<file path="src/hdl/exc_pkg.sv">
// constants for the reset-cause register and the interrupt priority logic
// assumes one APB bus clock; all offsets are byte addresses of 32-bit words
`default_nettype none
package exc_pkg;

    // register byte offsets
    localparam logic [7:0] OFS_CAUSE   = 8'h00;
    localparam logic [7:0] OFS_ENABLE  = 8'h04;
    localparam logic [7:0] OFS_FLAGS   = 8'h08;
    localparam logic [7:0] OFS_STATUS  = 8'h0C;

    // reset-cause bit positions
    localparam int CB_LOWV    = 1;
    localparam int CB_MONITOR = 2;
    localparam int CB_BADADR  = 3;
    localparam int CB_BADOP   = 4;
    localparam int CB_WDOG    = 5;
    localparam int CB_EXT     = 6;
    localparam int CB_POR     = 7;
    localparam logic [7:0] CAUSE_POR_VAL = 8'h82;

    // latched source bits, shared by enable and flag registers
    localparam int SB_IRQ   = 0;
    localparam int SB_LOCK  = 1;
    localparam int SB_T1C0  = 2;
    localparam int SB_T1C1  = 3;
    localparam int SB_T1W   = 4;
    localparam int SB_T2C0  = 5;
    localparam int SB_T2C1  = 6;
    localparam int SB_T2W   = 7;
    localparam logic [7:0] ENABLE_RST = 8'h00;

    // status register layout
    localparam int ST_BUSY = 16;

    // vectors
    localparam logic [15:0] VEC_RESET = 16'hFFFE;
    localparam logic [15:0] VEC_SWI   = 16'hFFFC;
    localparam logic [15:0] VEC_LVL1  = 16'hFFFA;

    typedef enum logic {ST_IDLE, ST_ENTRY} entry_e;

endpackage
`default_nettype wire

</file>
<file path="src/hdl/reset_cause_and_irq_priority.sv">
// reset-cause status register and interrupt priority/entry sequencer
// assumes a CPU core that pulses at instruction boundaries and acks stacking
`timescale 1ns/100ps
`default_nettype none
module reset_cause_and_irq_priority
    import exc_pkg::*;
(
    input  wire logic        pclk,
    input  wire logic        presetn,
    input  wire logic        por_n,
    input  wire logic        psel,
    input  wire logic        penable,
    input  wire logic        pwrite,
    input  wire logic [7:0]  paddr,
    input  wire logic [31:0] pwdata,
    output logic [31:0]      prdata,
    output logic             pready,
    output logic             pslverr,
    input  wire logic        rst_pin_n,
    input  wire logic        wdog_reset,
    input  wire logic        bad_opcode_reset,
    input  wire logic        bad_fetch_reset,
    input  wire logic        monitor_reset,
    input  wire logic        low_voltage_reset,
    input  wire logic        irq_pin_n,
    input  wire logic        pll_locked,
    input  wire logic        t1_ch0_event,
    input  wire logic        t1_ch1_event,
    input  wire logic        t1_wrap,
    input  wire logic        t2_ch0_event,
    input  wire logic        t2_ch1_event,
    input  wire logic        t2_wrap,
    input  wire logic [7:0]  other_req,
    input  wire logic        insn_done,
    input  wire logic        rti_done,
    input  wire logic        i_mask,
    input  wire logic        swi_exec,
    input  wire logic        break_hit,
    input  wire logic        entry_done,
    output logic             int_take,
    output logic [15:0]      int_vector,
    output logic             stack_pc_minus1,
    output logic             set_i_mask,
    output logic             push_index_high,
    output logic             entry_busy
);

    ////////////////////////////////////////////////////////////////////////
    // helpers

    function automatic logic [3:0] top_level(input logic [15:0] req);
        logic [3:0] idx;
        idx = 4'hF;
        for (int i = 15; i >= 0; i--) begin
            if (req[i]) begin
                idx = 4'(i);
            end
        end
        return idx;
    endfunction

    function automatic logic [15:0] level_vector(input logic [3:0] idx);
        return VEC_LVL1 - {11'h000, idx, 1'b0};
    endfunction

    ////////////////////////////////////////////////////////////////////////
    // pin synchronisers

    logic [1:0] rstpin_sync_r;
    logic [1:0] irqpin_sync_r;
    logic [1:0] lock_sync_r;
    logic       lock_prev_r;

    always_ff @(posedge pclk or negedge por_n) begin
        if (!por_n) begin
            rstpin_sync_r <= 2'b11;
        end else begin
            rstpin_sync_r <= {rstpin_sync_r[0], rst_pin_n};
        end
    end

    always_ff @(posedge pclk or negedge presetn) begin
        if (!presetn) begin
            irqpin_sync_r <= 2'b11;
            lock_sync_r   <= 2'b00;
            lock_prev_r   <= 1'b0;
        end else begin
            irqpin_sync_r <= {irqpin_sync_r[0], irq_pin_n};
            lock_sync_r   <= {lock_sync_r[0], pll_locked};
            lock_prev_r   <= lock_sync_r[1];
        end
    end

    ////////////////////////////////////////////////////////////////////////
    // APB slave

    logic        apb_setup;
    logic        apb_fire;
    logic        rd_cause_fire;
    logic        wr_enable_fire;
    logic        wr_flags_fire;
    logic        addr_ok;
    logic [31:0] rd_mux;
    logic [7:0]  cause_r;
    logic [7:0]  enable_r;
    logic [7:0]  flag_r;
    logic [15:0] req_lvl;
    entry_e      state_r;

    assign apb_setup      = psel && !penable;
    assign apb_fire       = psel && penable && pready;
    assign rd_cause_fire  = apb_fire && !pwrite && (paddr == OFS_CAUSE);
    assign wr_enable_fire = apb_fire && pwrite && (paddr == OFS_ENABLE);
    assign wr_flags_fire  = apb_fire && pwrite && (paddr == OFS_FLAGS);
    assign addr_ok        = (paddr == OFS_CAUSE) || (paddr == OFS_ENABLE)
                          || (paddr == OFS_FLAGS) || (paddr == OFS_STATUS);

    always_comb begin
        rd_mux = 32'h0000_0000;
        case (paddr)
            OFS_CAUSE:  rd_mux = {24'h000000, cause_r};
            OFS_ENABLE: rd_mux = {24'h000000, enable_r};
            OFS_FLAGS:  rd_mux = {24'h000000, flag_r};
            OFS_STATUS: begin
                rd_mux[15:0]    = req_lvl;
                rd_mux[ST_BUSY] = (state_r == ST_ENTRY);
            end
            default:    rd_mux = 32'h0000_0000;
        endcase
    end

    // answer one cycle after setup: access phase always has pready high
    always_ff @(posedge pclk or negedge presetn) begin
        if (!presetn) begin
            pready  <= 1'b0;
            pslverr <= 1'b0;
            prdata  <= 32'h0000_0000;
        end else if (apb_setup) begin
            pready  <= 1'b1;
            pslverr <= !addr_ok;
            prdata  <= pwrite ? 32'h0000_0000 : rd_mux;
        end else if (apb_fire) begin
            pready  <= 1'b0;
            pslverr <= 1'b0;
        end
    end

    ////////////////////////////////////////////////////////////////////////
    // reset-cause register, kept across system reset, loaded with CAUSE_POR_VAL only by power-on, cleared bit by bit by reads

    logic [7:0] cause_set;

    always_comb begin
        cause_set             = 8'h00;
        cause_set[CB_EXT]     = !rstpin_sync_r[1];
        cause_set[CB_WDOG]    = wdog_reset;
        cause_set[CB_BADOP]   = bad_opcode_reset;
        cause_set[CB_BADADR]  = bad_fetch_reset;
        cause_set[CB_MONITOR] = monitor_reset;
        cause_set[CB_LOWV]    = low_voltage_reset;
    end

    // read clears only the bits it handed out: a cause landing after the
    // setup-edge capture would otherwise vanish unseen
    always_ff @(posedge pclk or negedge por_n) begin
        if (!por_n) begin
            cause_r <= CAUSE_POR_VAL;
        end else if (rd_cause_fire) begin
            cause_r <= (cause_r & ~prdata[7:0]) | cause_set;
        end else begin
            cause_r <= cause_r | cause_set;
        end
    end

    ////////////////////////////////////////////////////////////////////////
    // source flags and enables

    logic       serve_irq;
    logic [7:0] flag_set;

    always_ff @(posedge pclk or negedge presetn) begin
        if (!presetn) begin
            enable_r <= ENABLE_RST;
        end else if (wr_enable_fire) begin
            enable_r <= pwdata[7:0];
        end
    end

    always_comb begin
        flag_set          = 8'h00;
        flag_set[SB_IRQ]  = !irqpin_sync_r[1];
        flag_set[SB_LOCK] = lock_sync_r[1] != lock_prev_r;
        flag_set[SB_T1C0] = t1_ch0_event;
        flag_set[SB_T1C1] = t1_ch1_event;
        flag_set[SB_T1W]  = t1_wrap;
        flag_set[SB_T2C0] = t2_ch0_event;
        flag_set[SB_T2C1] = t2_ch1_event;
        flag_set[SB_T2W]  = t2_wrap;
    end

    // pin latch clears on service; peripheral flags by write-one-to-clear
    always_ff @(posedge pclk or negedge presetn) begin
        if (!presetn) begin
            flag_r <= 8'h00;
        end else begin
            flag_r[SB_IRQ] <= flag_set[SB_IRQ] || (flag_r[SB_IRQ] && !serve_irq);
            for (int i = SB_LOCK; i <= SB_T2W; i++) begin
                flag_r[i] <= flag_set[i]
                          || (flag_r[i] && !(wr_flags_fire && pwdata[i]));
            end
        end
    end

    // levels 1..8 from gated flags, 9..16 already merged by their modules
    assign req_lvl = {other_req, flag_r & enable_r};

    ////////////////////////////////////////////////////////////////////////
    // entry sequencer

    logic        boundary;
    logic        swi_pend_r;
    logic        take_swi;
    logic        take_hw;
    logic [3:0]  win_idx;

    assign boundary  = insn_done || rti_done;
    assign win_idx   = top_level(req_lvl);
    assign take_swi  = (state_r == ST_IDLE) && boundary && swi_pend_r;
    assign take_hw   = (state_r == ST_IDLE) && boundary && !swi_pend_r
                     && !i_mask && (req_lvl != 16'h0000);
    assign serve_irq = take_hw && (win_idx == 4'h0);

    // break point turns into a pending software interrupt
    always_ff @(posedge pclk or negedge presetn) begin
        if (!presetn) begin
            swi_pend_r <= 1'b0;
        end else begin
            swi_pend_r <= swi_exec || break_hit || (swi_pend_r && !take_swi);
        end
    end

    always_ff @(posedge pclk or negedge presetn) begin
        if (!presetn) begin
            state_r <= ST_IDLE;
        end else begin
            case (state_r)
                ST_IDLE:  if (take_swi || take_hw) state_r <= ST_ENTRY;
                ST_ENTRY: if (entry_done) state_r <= ST_IDLE;
                default:  state_r <= ST_IDLE;
            endcase
        end
    end

    // vector and stacking controls frozen while entry is under way
    always_ff @(posedge pclk or negedge presetn) begin
        if (!presetn) begin
            int_take        <= 1'b0;
            set_i_mask      <= 1'b0;
            int_vector      <= VEC_RESET;
            stack_pc_minus1 <= 1'b0;
            push_index_high <= 1'b0;
            entry_busy      <= 1'b0;
        end else begin
            int_take        <= take_swi || take_hw;
            set_i_mask      <= take_swi || take_hw;
            push_index_high <= 1'b0;
            entry_busy      <= (take_swi || take_hw)
                            || (entry_busy && !entry_done);
            if (take_swi) begin
                int_vector      <= VEC_SWI;
                stack_pc_minus1 <= 1'b0;
            end else if (take_hw) begin
                int_vector      <= level_vector(win_idx);
                stack_pc_minus1 <= 1'b1;
            end
        end
    end
endmodule
`default_nettype wire

</file>
<file path="config.mk">
export PLATFORM = sky130hd
export DESIGN_NAME = reset_cause_and_irq_priority
export DESIGN_NICKNAME = d
export VERILOG_FILES = /design/src/hdl/exc_pkg.sv /design/src/hdl/reset_cause_and_irq_priority.sv
export SDC_FILE = /design/constraint.sdc
export NUM_CORES = 1
export LEC_CHECK = 0
export BUFFER_PORTS_ARGS = -buffer_cell sky130_fd_sc_hd__buf_2
export CAP_MARGIN = 25
export CORE_ASPECT_RATIO = 1.75
export CORE_MARGIN = 5
export CORE_UTILIZATION = 30
export DETAILED_ROUTE_END_ITERATION = 8
export GPL_ROUTABILITY_DRIVEN = 0
export SLEW_MARGIN = 20
export SYNTH_ARGS = -nofsm -noshare
export SYNTH_HDL_FRONTEND = slang
export SYNTH_SLANG_ARGS = --single-unit
</file>
<file path="constraint.sdc">
create_clock -name pclk -period 2.3 [get_ports pclk]
set_input_delay 0.69 -clock pclk [delete_from_list [all_inputs] [get_ports pclk]]
set_output_delay 0.69 -clock pclk [all_outputs]
set_load 0.02 [all_outputs]
</file>
==> results.yml <==
outcome:
  outcome: "completed"
global_routing:
  grt_pass1_vias: 2178
  grt_busiest_layer: "met2"
  grt_pass1_wl_um: 10900
  grtUsageMet1: 0.142
  grt_usage: 0.132
  grt_overflow: 0
  antenna_found_initial: 0
  grt_use_met2: 0.225
  met3_usage: 0.0428
  grt_start_max_net_pins: 51
min_path:
  hold_class: "primary input to asynchronous set/reset pin"
cts:
  cts_tree: "done"
  cts_buffers: 9
  cts_resized: 0
  cts_max_level: 3
  clockRootBuffer: "clkbuf_16"
  clockBufferDepth: 2
  clkSinkCount: 60
  cts_setup_buffers: 0
  cts_hold_buf: 0
  path_clk_slew_ps: 50
  clkLatencyLatePin_ps: 320
timing:
  final.setup.tns_ps: 0
  hold_violations: 0
  rsz0062_at_grt: "no"
  setup_viol: 0
  hold_ws_ps: 221
  fmaxAchievable_mhz: 511
  finalCritPeriodShare: 0.851
  slew_violations: 0
  worstMarginPinSlew_ps: 503
  fin_crit_ps: 1960
  slew_headroom: 0.665
  fin_worst_skew_ps: 3.40
critical_path:
  critPathKind: "primary input to register"
  crit_required_ps: 2560
  endpoint_kind: "register"
  path_cells: "buf_2 > nor4_4 > nand2_1 > or3_1 > nor3_4 > a22o_1"
  reg2reg_from: "flag_r[3]$_DFF_PN0_"
  crit_arrival_ps: 2210
  cp_slowest_cell: "or3_1"
  r2r-end: "entry_busy$_DFF_PN0_"
  reg2reg_setup_slack_ps: 420
  cpPeakStageDelay_ps: 420
  crit_family: "simple AND/OR/NAND/NOR gates"
  r2r_cells: 5
  cp-start-kind: "primary input"
  path_max_fanout: 9
  path_buf_inv: 1
finish:
  drive_above_1_share: 0.352
  nets: 419
  syn_to_final_growth_pct: 26.5
  fill_cells: 924
  num_antenna_cells: 0
  post-route-cell-area_um2: 3500
  stdcell_count: 469
floorplanning:
  die-area_um2: 11300
  rows: 46
  initial_core_util: 0.306
  dieHeight_um: 137
  dieWidth_um: 82.6
  core_um2: 9040
  io_pins: 129
yosys:
  synth_edf_count: 0
  yosys.area_share.simple: 0.125
  synth_ff_type: "dfrtp_1"
  synth_warnings: 0
  synth-compound-area-share: 0.180
  synth_top_family_by_area: "compound AO/OA/AOI/OAI gates"
  synth_mux_area_frac: 0.0362
  synth.distinct_cells: 42
  ys_ff_latch: 60
  synth_cells: 257
  synth_area_um2: 2760
  syn_avg_cell_area_um2: 10.8
  async_reset_ff_frac: 1.00
  synth_xor_area_frac: 0.00634
  synthAdderAreaFrac: 0.00453
  ys_seq_area_frac: 0.548
job:
  cap_violations: 0
route:
  antenna_left: 0
  finalWirelength_um: 6950
  num_vias: 2114
  routedWlPerCell_um: 14.8
  drc: 0
  drtIter0Drc: 82
  via_per_inst: 4.51
  first_pass_iters: 4
pwr:
  leakage_uw: 0.00166
  powerDensity_nw_per_um2: 776
  totalPowerFinal_uw: 2710
  ir_drop_mv: 0.531
placed_design:
  dp_cells: 453
  dp_hpwl_um: 5300
  place_area_um2: 3230
  port_buffers: 77
-- per-stage QoR --
step	utilization	setup WS, ps
after floorplan	-	255
after global placement	0.358	33.3
after CTS	0.387	361
final	0.387	343
after global routing	0.387	264
after detailed placement	0.358	18.6
-- registers in the layout, summed over array words and instances (netlist names), 2 cells and up --
signal         count
rstpin_sync_r      2
lock_sync_r        2
enable_r           8
cause_r            8
flag_r             8
prdata            17
int_vector         5
irqpin_sync_r      2
-- cells in the final DEF, fill, tap and decap left out, types with 2 or more instances in the layout --
master     instances
buf_2             77
clkinv_2           2
o21ai_0            5
a21boi_0           2
nor2_1            18
a22o_1            10
mux2_2             8
nand2_1           34
clkbuf_1           4
nand2b_1           2
a21o_1            12
o22ai_1            8
clkbuf_16          9
a22oi_1            4
buf_4              8
a31oi_1            5
dfstp_2           11
inv_1              7
nand4_1            2
xor2_1             2
o31ai_1            9
a21oi_1            6
nor3_1             7
dfrtp_1           49
conb_1            27
-- per-layer routing --
layer	vias up	share of wire	routed length, um
li1	1026	-	-
met1	1006	0.37	2580
met2	73	0.53	3700
met3	9	0.077	534
met4	0	0.020	138
met5	-	0	0
-- power breakdown --
part | switching [uW] | leakage, uW | total [uW] | internal [uW]
clock | 445 | 0.000131 | 1200 | 755
combinational | 241 | 0.000815 | 361 | 120
sequential | 34.0 | 0.000710 | 1150 | 1120
total | 720 | 0.00166 | 2710 | 1990
-- worst max-delay path by stage --
stage,startpoint,slack [ps],depth (start not counted),to
6_report,paddr[5],340,6,prdata[15]$_DFFE_PN0P_
5_1_grt,paddr[5],260,6,prdata[11]$_DFFE_PN0P_
4_1_cts,paddr[5],360,6,prdata[15]$_DFFE_PN0P_
3_5_place_dp,paddr[5],20,6,prdata[15]$_DFFE_PN0P_
3_3_place_gp,paddr[5],30,6,prdata[14]$_DFFE_PN0P_
2_1_floorplan,paddr[5],260,6,prdata[10]$_DFFE_PN0P_
-- synthesized netlist by cell type (2+ instances only) --
library cell | count | area share
nand2b_1 | 2 | 0.0045
a31oi_1 | 5 | 0.011
a22o_1 | 10 | 0.032
nor2_1 | 18 | 0.024
buf_4 | 29 | 0.079
o21ai_0 | 5 | 0.0091
nor3_1 | 7 | 0.013
mux2_2 | 8 | 0.033
inv_1 | 7 | 0.0095
nand2_1 | 34 | 0.046
nand4_1 | 2 | 0.0045
a21o_1 | 12 | 0.033
dfrtp_1 | 49 | 0.44
xor2_1 | 2 | 0.0063
a21boi_0 | 2 | 0.0054
o31ai_1 | 9 | 0.024
clkbuf_1 | 5 | 0.0068
conb_1 | 2 | 0.0027
a22oi_1 | 4 | 0.011
dfstp_2 | 11 | 0.10
a21oi_1 | 6 | 0.011
o22ai_1 | 8 | 0.018
-- cell type report --
| type | count | area, um2 | area share |
|---|---|---|---|
| multi-input cells | 180 | 1070 | 0.307 |
| inverters | 7 | 26.3 | 0.00752 |
| well taps | 120 | 150 | 0.0429 |
| repair buffers | 86 | 465 | 0.133 |
| clock buffers | 14 | 254 | 0.0727 |
| flip-flops and latches | 60 | 1520 | 0.433 |
| clock inverters | 2 | 10.0 | 0.00286 |
-- kinds of logic (layout without fill, tap and decap cells) --
kind of cell	count (synthesis)	in the layout
other	2	27
multiplexers	9	9
flip-flops	60	60
XOR/XNOR	2	2
AND/OR/NAND/NOR	72	72
adder cells (fa/ha/maj)	1	1
AO/OA/AOI/OAI	69	69
buffers and inverters	42	109
No activity file was read; power rests on OpenSTA's default activity.
